===== src/include/spe_pkg.sv =====
// Package for the serial programming entry block: key, widths, states.
// Assumes a single 25 MHz core clock and a programmer-driven serial clock pin.
package spe_pkg;

  // ==========================================================================
  // Widths and key
  // ==========================================================================
  localparam int          KEY_BITS   = 32;
  localparam int          CNT_W      = 6;
  localparam int          WORD_W     = 8;
  localparam int          FIFO_DEPTH = 16;
  // Entry key value; arbitrary, not tied to any real part.
  localparam logic [31:0] ENTRY_KEY  = 32'h5A3C_96E1;
  localparam logic [5:0]  KEY_LAST   = 6'h20;
  localparam logic [5:0]  CNT_ZERO   = 6'h00;
  localparam logic [2:0]  BIT_LAST   = 3'h7;
  localparam logic [2:0]  BIT_ZERO   = 3'h0;

  // ==========================================================================
  // Entry state machine, Gray coded along idle, key, session.
  // ==========================================================================
  typedef enum logic [2:0] {
    SPE_IDLE    = 3'b000,
    SPE_KEY     = 3'b001,
    SPE_LV_PROG = 3'b011,
    SPE_HV_PROG = 3'b010,
    SPE_LOCKED  = 3'b110
  } spe_state_t;

endpackage


===== src/include/spe_stream_if.sv =====
// Interface carrying a valid/ready word stream between block modules.
// Assumes both ends share core_clk.
`timescale 1ns/10ps
interface spe_stream_if #(parameter int WIDTH = 8);
  logic [WIDTH-1:0] data;
  logic             valid;
  logic             ready;
  modport src (output data, output valid, input ready);
  modport snk (input data, input valid, output ready);
endinterface


===== src/hw/spe_entry.sv =====
// Serial programming entry logic: recognises high- and low-voltage entry,
// checks the low-voltage key and streams session bytes into a FIFO.
// Assumes pins arrive asynchronously; serial clock well below core_clk.
// The clear pin is active low; the high-voltage level comes from a comparator.
`timescale 1ns/10ps
module spe_entry (
  input  wire logic                     core_clk,
  input  wire logic                     rst_b,
  input  wire logic                     prog_serial_clock,
  input  wire logic                     prog_serial_data_in,
  output logic                          prog_serial_data_out,
  output logic                          prog_serial_data_oe_b,
  input  wire logic                     master_clear_prog_voltage_pin_b,
  input  wire logic                     high_voltage_entry_level,
  input  wire logic                     low_voltage_entry_enable,
  input  wire logic                     clearEntryEnableReq,
  input  wire logic                     readBitValid,
  input  wire logic                     readBit,
  input  wire logic                     readyForWord,
  output logic                          lowVoltageEntryClearOk,
  output logic                          masterClearResetEnable,
  output logic                          progMode,
  output logic                          progHighVoltage,
  output logic [spe_pkg::WORD_W-1:0]    progWord,
  output logic                          progWordValid,
  output logic                          progOverflow
);
  import spe_pkg::*;

  // ==========================================================================
  // Pin synchronisation
  // ==========================================================================
  logic [3:0] pinSync;
  logic       sclk;
  logic       sdat;
  logic       mclrB;
  logic       hvLevel;
  logic       sclkLast;
  logic       sclkFall;

  spe_sync #(.WIDTH(4)) uSync (
    .core_clk (core_clk),
    .rst_b    (rst_b),
    .pinIn    ({high_voltage_entry_level, !master_clear_prog_voltage_pin_b,
                prog_serial_data_in, prog_serial_clock}),
    .pinSync  (pinSync)
  );
  // Two stages of lag mean a serial edge is acted on three cycles late.

  assign sclk    = pinSync[0];
  assign sdat    = pinSync[1];
  // The clear pin travels inverted, so the synchroniser's reset value reads as
  // released; a raw copy would show a low pin and start a false key entry.
  assign mclrB   = !pinSync[2];
  assign hvLevel = pinSync[3];
  assign sclkFall = !sclk && sclkLast;

  // ==========================================================================
  // Entry state machine
  // ==========================================================================
  spe_state_t             state;
  spe_state_t             next_state;
  logic [KEY_BITS-1:0]    keyShift;
  logic [KEY_BITS-1:0]    next_keyShift;
  logic [CNT_W-1:0]       keyCount;
  logic [CNT_W-1:0]       next_keyCount;
  logic                   hvPrev;
  logic                   hvRise;
  logic                   quietPins;

  // Entry needs a fresh rise of the level, so a level left high cannot re-enter.
  assign hvRise    = hvLevel && !hvPrev;
  assign quietPins = !sclk && !sdat;

  always_comb begin
    next_state    = state;
    next_keyShift = keyShift;
    next_keyCount = keyCount;
    case (state)
      SPE_IDLE: begin
        next_keyCount = CNT_ZERO;
        if (hvRise && quietPins) begin
          next_state = SPE_HV_PROG;
        end else if (!mclrB && low_voltage_entry_enable && !hvLevel) begin
          next_state = SPE_KEY;
        end
      end
      SPE_KEY: begin
        if (mclrB || !low_voltage_entry_enable) begin
          next_state = SPE_IDLE;
        end else if (keyCount == KEY_LAST) begin
          // The compare waits one cycle after the last fall so the final bit has landed.
          // Key compare.
          next_state = (keyShift == ENTRY_KEY) ? SPE_LV_PROG : SPE_LOCKED;
        end else if (sclkFall) begin
          next_keyShift = {keyShift[KEY_BITS-2:0], sdat};
          next_keyCount = keyCount + 6'h01;
        end
      end
      SPE_LV_PROG: begin
        if (mclrB) begin
          next_state = SPE_IDLE;
        end
      end
      SPE_HV_PROG: begin
        // The high-voltage session lasts as long as the level stays up.
        if (!hvLevel) begin
          next_state = SPE_IDLE;
        end
      end
      SPE_LOCKED: begin
        if (mclrB) begin
          next_state = SPE_IDLE;
        end
      end
      default: begin
        next_state = SPE_IDLE;
      end
    endcase
  end

  always_ff @(posedge core_clk or negedge rst_b) begin
    if (!rst_b) begin
      state    <= SPE_IDLE;
      keyShift <= '0;
      keyCount <= CNT_ZERO;
      sclkLast <= 1'b0;
      hvPrev   <= 1'b0;
    end else begin
      state    <= next_state;
      keyShift <= next_keyShift;
      keyCount <= next_keyCount;
      sclkLast <= sclk;
      hvPrev   <= hvLevel;
    end
  end

  // ==========================================================================
  // Session data path: bytes in, read bits out
  // ==========================================================================
  logic              inSession;
  logic [WORD_W-1:0] byteShift;
  logic [WORD_W-1:0] next_byteShift;
  logic [2:0]        bitCount;
  logic [2:0]        next_bitCount;
  logic              pushValid;
  logic              next_pushValid;
  logic [WORD_W-1:0] pushData;
  logic [WORD_W-1:0] next_pushData;
  logic              drive;
  logic              next_drive;
  logic              dataOut;
  logic              next_dataOut;
  logic              overflow;
  logic              next_overflow;

  spe_stream_if #(.WIDTH(WORD_W)) fifoIn  ();
  spe_stream_if #(.WIDTH(WORD_W)) fifoOut ();

  // Either way in, a session takes the same byte stream.
  assign inSession      = (state == SPE_LV_PROG) || (state == SPE_HV_PROG);
  assign fifoIn.data    = pushData;
  assign fifoIn.valid   = pushValid;
  // A word leaves only every other cycle, so each pulse stands alone for the sink.
  assign fifoOut.ready  = readyForWord && !progWordValid;

  always_comb begin
    next_byteShift = byteShift;
    next_bitCount  = bitCount;
    next_pushValid = pushValid && !fifoIn.ready;
    next_pushData  = pushData;
    next_overflow  = overflow;
    next_drive     = drive;
    next_dataOut   = dataOut;
    if (!inSession) begin
      next_bitCount  = BIT_ZERO;
      next_drive     = 1'b0;
      next_pushValid = 1'b0;
    end else if (readBitValid) begin
      // Receiving pauses while driving; the device never samples its own bits.
      // Device drives data line.
      next_drive   = 1'b1;
      next_dataOut = readBit;
    end else begin
      next_drive = 1'b0;
      if (sclkFall) begin
        next_byteShift = {sdat, byteShift[WORD_W-1:1]};
        next_bitCount  = bitCount + 3'h1;
        if (bitCount == BIT_LAST) begin
          // A full FIFO keeps what it holds; the newcomer is dropped and flagged.
          // Testing the FIFO itself, not the staging register, keeps the depth at
          // exactly sixteen bytes instead of one more.
          if (!fifoIn.ready) begin
            next_overflow = 1'b1;
          end else begin
            next_pushValid = 1'b1;
            next_pushData  = {sdat, byteShift[WORD_W-1:1]};
          end
        end
      end
    end
  end

  always_ff @(posedge core_clk or negedge rst_b) begin
    if (!rst_b) begin
      byteShift <= '0;
      bitCount  <= BIT_ZERO;
      pushValid <= 1'b0;
      pushData  <= '0;
      overflow  <= 1'b0;
      drive     <= 1'b0;
      dataOut   <= 1'b0;
    end else begin
      byteShift <= next_byteShift;
      bitCount  <= next_bitCount;
      pushValid <= next_pushValid;
      pushData  <= next_pushData;
      overflow  <= next_overflow;
      drive     <= next_drive;
      dataOut   <= next_dataOut;
    end
  end

  // The FIFO decouples the serial byte rate from the consumer, which may stall
  // for a whole burst of bytes without losing any up to the depth.
  spe_fifo #(.WIDTH(WORD_W), .DEPTH(FIFO_DEPTH)) uFifo (
    .core_clk (core_clk),
    .rst_b    (rst_b),
    .inPort   (fifoIn),
    .outPort  (fifoOut)
  );

  // ==========================================================================
  // Registered outputs
  // ==========================================================================
  logic              next_lowVoltageEntryClearOk;
  logic              next_masterClearResetEnable;
  logic              next_progMode;
  logic              next_progHighVoltage;
  logic [WORD_W-1:0] next_progWord;
  logic              next_progWordValid;
  logic              wordTaken;

  // Every pin-facing output leaves a flip-flop, so no decode glitch escapes.
  assign wordTaken = fifoOut.valid && fifoOut.ready;

  always_comb begin
    next_progWord               = progWord;
    next_progWordValid          = wordTaken;
    next_lowVoltageEntryClearOk = clearEntryEnableReq && (state == SPE_HV_PROG);
    next_masterClearResetEnable = low_voltage_entry_enable;
    next_progMode               = inSession;
    next_progHighVoltage        = (state == SPE_HV_PROG);
    if (wordTaken) begin
      next_progWord = fifoOut.data;
    end
  end

  always_ff @(posedge core_clk or negedge rst_b) begin
    if (!rst_b) begin
      prog_serial_data_out   <= 1'b0;
      prog_serial_data_oe_b  <= 1'b1;
      lowVoltageEntryClearOk <= 1'b0;
      masterClearResetEnable <= 1'b0;
      progMode               <= 1'b0;
      progHighVoltage        <= 1'b0;
      progWord               <= '0;
      progWordValid          <= 1'b0;
      progOverflow           <= 1'b0;
    end else begin
      prog_serial_data_out   <= dataOut;
      prog_serial_data_oe_b  <= !drive;
      lowVoltageEntryClearOk <= next_lowVoltageEntryClearOk;
      masterClearResetEnable <= next_masterClearResetEnable;
      progMode               <= next_progMode;
      progHighVoltage        <= next_progHighVoltage;
      progWord               <= next_progWord;
      progWordValid          <= next_progWordValid;
      progOverflow           <= overflow;
    end
  end

endmodule


===== src/hw/spe_fifo.sv =====
// Flip-flop FIFO with valid/ready on both sides.
// Assumes a single clock; depth is a power of two.
`timescale 1ns/10ps
module spe_fifo #(
  parameter int WIDTH = 8,
  parameter int DEPTH = 16
) (
  input  wire logic   core_clk,
  input  wire logic   rst_b,
  spe_stream_if.snk   inPort,
  spe_stream_if.src   outPort
);
  localparam int AW = $clog2(DEPTH);

  logic [WIDTH-1:0] mem [DEPTH];
  logic [WIDTH-1:0] next_mem [DEPTH];
  logic [AW:0]      wrPtr;
  logic [AW:0]      rdPtr;
  logic [AW:0]      next_wrPtr;
  logic [AW:0]      next_rdPtr;
  logic             full;
  logic             empty;
  logic             doWrite;
  logic             doRead;

  assign full            = (wrPtr[AW] != rdPtr[AW]) && (wrPtr[AW-1:0] == rdPtr[AW-1:0]);
  assign empty           = (wrPtr == rdPtr);
  assign inPort.ready    = !full;
  assign outPort.valid   = !empty;
  assign outPort.data    = mem[rdPtr[AW-1:0]];
  assign doWrite         = inPort.valid && !full;
  assign doRead          = outPort.ready && !empty;

  always_comb begin
    next_wrPtr = wrPtr + (AW+1)'(doWrite);
    next_rdPtr = rdPtr + (AW+1)'(doRead);
  end

  // One write port per entry, selected by the write index.
  for (genvar i = 0; i < DEPTH; i++) begin : gEntry
    always_comb begin
      next_mem[i] = mem[i];
      if (doWrite && (wrPtr[AW-1:0] == AW'(i))) begin
        next_mem[i] = inPort.data;
      end
    end
    always_ff @(posedge core_clk or negedge rst_b) begin
      if (!rst_b) begin
        mem[i] <= '0;
      end else begin
        mem[i] <= next_mem[i];
      end
    end
  end

  always_ff @(posedge core_clk or negedge rst_b) begin
    if (!rst_b) begin
      wrPtr <= '0;
      rdPtr <= '0;
    end else begin
      wrPtr <= next_wrPtr;
      rdPtr <= next_rdPtr;
    end
  end
endmodule


===== src/hw/spe_sync.sv =====
// Two-flip-flop synchroniser for pin inputs, one per bit.
// Assumes inputs are asynchronous to core_clk.
`timescale 1ns/10ps
module spe_sync #(
  parameter int WIDTH = 3
) (
  input  wire logic             core_clk,
  input  wire logic             rst_b,
  input  wire logic [WIDTH-1:0] pinIn,
  output logic      [WIDTH-1:0] pinSync
);
  logic [WIDTH-1:0] stage1;

  always_ff @(posedge core_clk or negedge rst_b) begin
    if (!rst_b) begin
      stage1  <= '0;
      pinSync <= '0;
    end else begin
      stage1  <= pinIn;
      pinSync <= stage1;
    end
  end
endmodule


===== config.mk =====
export PLATFORM = sky130hd
export DESIGN_NAME = spe_entry
export DESIGN_NICKNAME = d
export VERILOG_FILES = /design/src/include/spe_pkg.sv /design/src/include/spe_stream_if.sv /design/src/hw/spe_entry.sv /design/src/hw/spe_fifo.sv /design/src/hw/spe_sync.sv
export SDC_FILE = /design/constraint.sdc
export NUM_CORES = 1
export LEC_CHECK = 0
export BUFFER_PORTS_ARGS = -buffer_cell sky130_fd_sc_hd__buf_4
export CORE_AREA = 4 4 188 117
export DETAILED_ROUTE_END_ITERATION = 7
export DIE_AREA = 0 0 192 121
export PLACE_DENSITY = 0.66
export SLEW_MARGIN = 20
export SYNTH_ARGS = -nofsm -noshare
export SYNTH_HDL_FRONTEND = slang
export SYNTH_SLANG_ARGS = --single-unit

===== constraint.sdc =====
create_clock -name core_clk -period 4.3 [get_ports core_clk]
set_input_delay 1.29 -clock core_clk [delete_from_list [all_inputs] [get_ports core_clk]]
set_output_delay 1.29 -clock core_clk [all_outputs]
set_load 0.05 [all_outputs]

==> impl_results.md, run 1 <==
- Layout cells sized above 1: 0.3630
- Number of buffer cells added on primary ports: 26
- Sequential area share after synthesis: 0.5673
- Number of buffers created by CTS: 22
- Number of nets in the layout: 746
- Final number of setup-violating endpoints: 0
- Unrepaired setup endpoints after global routing: no
- DIE AREA: 23,230 µm²
- First-pass GRT wire length: 33,310 µm
- Number of distinct library cells after synthesis: 57
- Global routing usage summed across all routing layers: 0.1806
- Register bit count reported by yosys: 227
- Clock tree from TritonCTS: yes
- Final antenna diode count: 0
- Post-DP HPWL: 13,520 µm
- Most used flip-flop cell after synthesis: dfrtp_1
- Count of standard-cell rows: 41
- Sum of overflow across all layers after global routing: 0
- Die X-Extent: 192 µm
- Die height: 121 µm
- Cts-stage hold buffer count: 0
- Weighted congestion reported at the end of routability-driven placement: 0.7908
- Vias in the first global route: 6,106
- CTS Sinks: 227
- Status: complete, no violations
- Highest clock frequency the design can meet: 0.3824 GHz
- Number of pins with negative max-slew slack in the final report: 0
- Crit-path cells: o2111ai_2 -> nor2b_1 -> mux2_2
- Sort of element at the start of the critical path: flop
- CP Data Required Time: 4680 ps
- Starting density of the core: 0.4893
- Final Hold Vio Count: 0
- Number of buffers on the longest clock path: 3
- DRC: 0
- Ratio of total power to cell area: 462.3 nW/µm²
- Worst hold path type: reg2reg
- Placed Area: 10,400 µm²
- Synthesized netlist net count: 733
- Sum of internal, switching and leakage power: 5.156 mW
- Sort of element at the end of the critical path: flop
- Crit path kind: reg2reg
- Pin count of the biggest net entering global routing: 109
- Cell family with most CP delay: flip-flops
- Number of violations of the max-capacitance limit: 0
- Final routed wirelength across all metal layers: 19,980 µm
- Area of all placed cells without fillers: 11,150 µm²
- Buffers & Inverters on Critical Path: 0
- Worst Path Max Fanout: 15
- Routed via count divided by cell count: 5.583
- Relative slew slack: 0.3598
- Layout area overhead: 11.37%
- Number of primary I/O pins: 27
- Leak: 5.407 nW
- Antenna violations before repair: 1
- Number of vias in the routed layout: 5,695
- Clock insertion delay at the later pin of the skew report: 500 ps
- Clock Pin Slew Worst Setup and Hold Paths: 60 ps
- Yosys warnings: 0
- Area of the core: 20,470 µm²
- Share of flip-flops with an asynchronous set or reset: 1.000
- Count of cells resized by post-cts repair: 0
- Postcts setup bufs: 0
- Cell area after synthesis: 10,020 µm²
- Mean instance size in the synthesized netlist: 14.03 µm²
- Final-layout setup total negative slack: 0 ps
- Antenna-violating nets left: 0
- Arrival time of the worst setup path: 2990 ps
- Root buffer cell: clkbuf_16
- Number of enable-type register cells in the synthesized netlist: 0
- Maximum single-stage delay on the critical path: 890 ps
- Final clock period utilization by the worst path: 0.6082
- Fin Clk Skew: 9.018 ps
- Iteration-0 DRC Markers: 368
- H-Tree Depth: 1
- Final critical-path required period: 2615 ps
- Worst ir drop on vdd: 0.3120 mV
- Routed wire per std cell: 19.59 µm
- Number of standard cells after synthesis: 714
- Standard cell with the maximum stage delay on the critical path: dfrtp_1
- Detailed-router iteration count before antenna repair: 4
- Tightest Pin Transition: 958.4 ps
[cells in the final DEF, fill, tap and decap left out, types with 4 or more instances in the layout]
cell and n:
bufinv_16 4, buf_4 33, xor2_1 6, inv_1 7, nor4bb_1 5, clkbuf_16 23, and2_1 4, dfrtp_1 225
xnor2_1 10, nor2_1 13, mux4_2 32, clkbuf_1 5, nand3_1 4, mux2_2 142, nand4_4 6, and4_1 6
nor2b_1 10, a21oi_1 4, ha_1 8, nand2_1 115, mux2_4 8, nand4_1 4, a22oi_1 16
[final cells by class]
type	count	area, µm²
Sequential cell	227	5683
Fill cell	1645	9314
Tap cell	279	349.1
Clock inverter	10	160.2
Multi-Input combinational cell	434	4059
Timing Repair Buffer	35	282.8
Inverter	7	26.28
Clock buffer	28	594.3
[metal layers]
metal	global-route usage	routed length, µm	vias to the layer above
li1	-	-	2574
met1	0.2831	9201	2993
met2	0.2718	9027	110
met3	0.03163	1578	18
met4	0.02760	173	0
met5	0	0	-
[cell usage after synthesis (7+ instances only)]
cell type / instances / area [µm²]
mux2_4: 8 / 120.1
mux4_2: 32 / 720.7
xnor2_1: 10 / 87.58
mux2_2: 142 / 1599
nor2_1: 13 / 48.80
dfrtp_1: 226 / 5655
a22oi_1: 16 / 120.1
inv_1: 7 / 26.28
nand2_1: 115 / 431.7
clkbuf_1: 16 / 60.06
nor2b_1: 10 / 62.56
ha_1: 8 / 100.1
buf_2: 19 / 95.09
[where the power goes]
group	total (mW)	internal [mW]	switching (mW)
Combinational	0.769	0.300	0.470
Sequential	2.37	2.24	0.138
Clock	2.01	1.22	0.791
[flip-flops by register name, indices dropped and copies added, names as in the netlist, 3 cells and up]
name and cells:
state 3, uSync.stage1 4, keyShift 32, byteShift 7
uFifo.rdPtr 5, keyCount 6, uFifo.mem 128, uFifo.wrPtr 5
uSync.pinSync 4, fifoIn.data 8, bitCount 3, progWord 8
[per-stage QoR]
stage                     cells  worst slack, ps  hold slack [ps]    util
after floorplan             714             1862            331.2       -
after global placement      982             1583            345.3  0.5081
after detailed placement    982             1539            340.9  0.5081
after CTS                  1020             1664            355.2  0.5450
after global routing       1020             1571            367.6  0.5450
final                      1020             1685            352.6  0.5450
[cells by family (layout without fill, tap and decap cells)]
logic type / count (synthesis) / in the layout / share of synthesized area
xor gates and xnor gates: 18 / 18 / 0.01724
AOI/OAI and AO/OA: 37 / 37 / 0.02811
muxes: 185 / 185 / 0.2470
adders and majority gates: 8 / 8 / 0.009994
buffers and inverters: 53 / 80 / 0.02811
DFF: 227 / 227 / 0.5673
and+or+nand+nor: 186 / 186 / 0.1023
[final timing paths]
| check | start | end | slack [ps] | cells after the start |
|---|---|---|---|---|
| hold / removal | uSync.stage1[3] | uSync.pinSync[3] | 350 | 0 |
| min in group asynchronous | rst_b | keyShift[21] | 840 | 1 |
| hold reg to reg | uSync.stage1[3] | uSync.pinSync[3] | 350 | 0 |
| setup reg to reg | fifoIn.valid | uFifo.mem[21] | 1680 | 3 |
| max in group asynchronous | rst_b | uFifo.mem[74] | 2480 | 2 |
| setup / recovery | fifoIn.valid | uFifo.mem[21] | 1680 | 3 |
Power figures use the tool's default switching activity.
==> run 2: changes to the inputs <==
ABC_AREA = 1   (was not set)
CORE_AREA = 4 4 198 123   (was 4 4 188 117)
DIE_AREA = 0 0 202 127   (was 0 0 192 121)
PLACE_DENSITY = 0.68   (was 0.66)
clock period = 2.32 ns   (was 4.3 ns; I/O delays follow)
==> run 2 against run 1 <==
Combinational power rose to 5.4 times the previous value. Clock skew is 4.4 ps higher. Count of clock-buffer cells in the layout rose by 6. Clock power grew 94%. Worst hold slack worse by 250 ps. Critical path depth up 4. First-iteration DRC count rose to 2.8 times the previous value. Routed wire length is 49% higher. Power is 150% higher. Via count grew 66%. Critical endpoint is now fifoIn.data[1].
==> impl_results.md, run 2 <==
- Die height: 127 µm
- Highest clock frequency the design can meet: 0.5032 GHz
- Synthesized netlist net count: 1,435
- Share of flip-flops with an asynchronous set or reset: 1.000
- Die X-Extent: 202 µm
- # placed instances: 1,728
- Number of distinct library cells after synthesis: 27
- Worst hold path type: in2async
- Number of standard cells after synthesis: 1,416
- Largest register by flop count: uFifo.mem
- Worst ir drop on vdd: 0.5997 mV
- Leak: 6.482 nW
- Number of buffers created by CTS: 23
- Count of cells resized by post-cts repair: 0
- Count of standard-cell rows: 43
- H-Tree Depth: 1
- Layout area overhead: 12.86%
- Post-route worst setup slack: 332.7 ps
- Most used flip-flop cell after synthesis: dfrtp_1
- Worst Path Max Fanout: 86
- Sum of overflow across all layers after global routing: 0
- Number of violations of the max-capacitance limit: 0
- Relative slew slack: 0.6505
- Iteration-0 DRC Markers: 1,022
- Crit path kind: reg2reg
- Final number of setup-violating endpoints: 0
- Global routing usage on met2: 0.3012
- Clock Pin Slew Worst Setup and Hold Paths: 60 ps
- Sort of element at the end of the critical path: flop
- Most common cell in the netlist: nand2_1
- Routed via count divided by cell count: 5.341
- Final critical-path required period: 1987 ps
- Most common cell after layout, fill and taps aside: nand2_1
- Met3 Use GR: 0.06291
- Ratio of total power to cell area: 1021 nW/µm²
- Final clock period utilization by the worst path: 0.8566
- Placed Area: 11,740 µm²
- Final routed wirelength across all metal layers: 29,710 µm
- Number of pins with negative max-slew slack in the final report: 0
- Sequential area share after synthesis: 0.5120
- Number of enable-type register cells in the synthesized netlist: 0
- Yosys warnings: 0
- Flip-flop count of the largest register after layout: 128
- Detailed-router iteration count before antenna repair: 5
- Tightest Pin Transition: 523.7 ps
- Maximum single-stage delay on the critical path: 410 ps
- Layout cells sized above 1: 0.09766
- Weighted congestion reported at the end of routability-driven placement: 0.9321
- Number of nets in the layout: 1,457
- Pin count of the biggest net entering global routing: 87
- Most Used Layer, Global Route: met1
- Status: complete, no violations
- CTS Sinks: 227
- Biggest regs: uFifo.mem (128), keyShift (32)
- Number of vias in the routed layout: 9,449
- Final cell count without fillers: 1,769
- First-pass GRT wire length: 47,770 µm
- CP Data Required Time: 2710 ps
- Final-layout setup total negative slack: 0 ps
- Cell area after synthesis: 11,100 µm²
- Cts-stage hold buffer count: 0
- Unrepaired setup endpoints after global routing: no
- Final Hold Vio Count: 0
- Vias in the first global route: 8,615
- Final antenna diode count: 0
- Fin Clk Skew: 13.43 ps
- Area of the core: 22,650 µm²
- Largest cells by area after synthesis: dfrtp_1 (51%), nand2_1 (20%), nand4_1 (7.4%), nand3_1 (5.0%), inv_1 (4.9%)
- Cell family with most CP delay: simple AND/OR/NAND/NOR gates
- Top cell type's share of synthesized area: 0.5096
- Antenna violations before repair: 1
- Met1 track utilization from global routing: 0.3805
- Starting density of the core: 0.4900
- Buffers & Inverters on Critical Path: 2
- Commonest cells after routing, fill and taps aside: nand2_1 (578), dfrtp_1 (224), inv_1 (145)
- Arrival time of the worst setup path: 2370 ps
- Library cell with the largest summed area after synthesis: dfrtp_1
- Root buffer cell: clkbuf_16
- DRC: 0
- Mean instance size in the synthesized netlist: 7.838 µm²
- Global routing usage summed across all routing layers: 0.2321
- Number of buffers on the longest clock path: 3
- Number of buffer cells added on primary ports: 26
- Register bit count reported by yosys: 227
- Crit-path cells: xnor2_1 -> inv_1 -> nand3_4 -> buf_12 -> nand2_1 -> nand2_1 -> o21ai_0
- DIE AREA: 25,650 µm²
- Routed wire per std cell: 16.80 µm
- Top cells by instance count after synthesis: nand2_1 (578), dfrtp_1 (226), inv_1 (145)
- Number of primary I/O pins: 27
- Pre-CTS setup slack: 331.5 ps
- Clock tree from TritonCTS: yes
- Worst setup path start: uFifo.wrPtr[4]
- Standard cell with the maximum stage delay on the critical path: dfrtp_1
- Antenna-violating nets left: 0
- Area of all placed cells without fillers: 12,530 µm²
- Launch instance of the worst register-to-register path: uFifo.wrPtr[4]
- Most frequent cell on the critical path: nand2_1
- Sort of element at the start of the critical path: flop
- Postcts setup bufs: 0
- Post-DP HPWL: 19,940 µm
- Clock insertion delay at the later pin of the skew report: 520 ps
## run 2: where the power goes
group / internal, mW / switching, mW / total [mW]
sequential: 4.45 / 0.317 / 4.77
combinational: 1.17 / 2.95 / 4.12
clock: 2.33 / 1.57 / 3.90
## run 2: cells by family (layout without fill, tap and decap cells)
logic type / after synthesis / count (layout) / synth area share
AO/OA/AOI/OAI: 51 / 51 / 0.02311
XOR/XNOR: 14 / 14 / 0.01105
adder cells (fa/ha/maj): 8 / 8 / 0.009020
buffers and inverters: 231 / 269 / 0.09075
flip-flops: 227 / 227 / 0.5120
multiplexers: 1 / 1 / 0.001015
AND/OR/NAND/NOR: 884 / 884 / 0.3531
## run 2: worst register-to-register path, delay by kind of cell, from the launching register on
| kind | cells | cell delay [ps] |
|---|---|---|
| buf+inv | 2 | 470 |
| compound gates | 1 | 80 |
| xor+xnor | 1 | 250 |
| flops | 1 | 410 |
| simple gates | 3 | 650 |
## run 2: area by class of cell
class                      instances  area (µm²)
clock buffer                      34       666.9
inverter                         150       563.0
sequential                       227        5687
multi-input combinational        958        4417
timing repair buffer              78       680.7
fill                            2089       10120
clock inverter                     7       117.6
tap                              315       394.1
## run 2: routing by layer
metal | part of all wire | vias to the layer above | routed length, µm
met4 | 0.020 | 2 | 604
met5 | 0.00044 | - | 13
met1 | 0.50 | 4477 | 14880
li1 | - | 4577 | -
met3 | 0.092 | 57 | 2748
met2 | 0.39 | 336 | 11460
## run 2: metrics by stage
stage	util	hold slack [ps]	power, mW
CTS	0.5530	120.8	12.79
global placement	0.5184	331.7	8.823
detailed placement	0.5184	334.7	8.890
global route	0.5530	134.7	13.48
finish	0.5530	105.6	12.79
floorplan	-	331.2	7.515
## run 2: worst paths after layout
path	end	slack [ps]	cells past startpoint
worst max-delay path	fifoIn.data[1]	330	7
worst min-delay path	uSync.stage1[3]	110	1
worst max register to register	fifoIn.data[1]	330	7
worst min register to register	uSync.pinSync[1]	340	0
max in group asynchronous	keyShift[18]	1610	2
min in group core_clk	uSync.stage1[0]	280	1
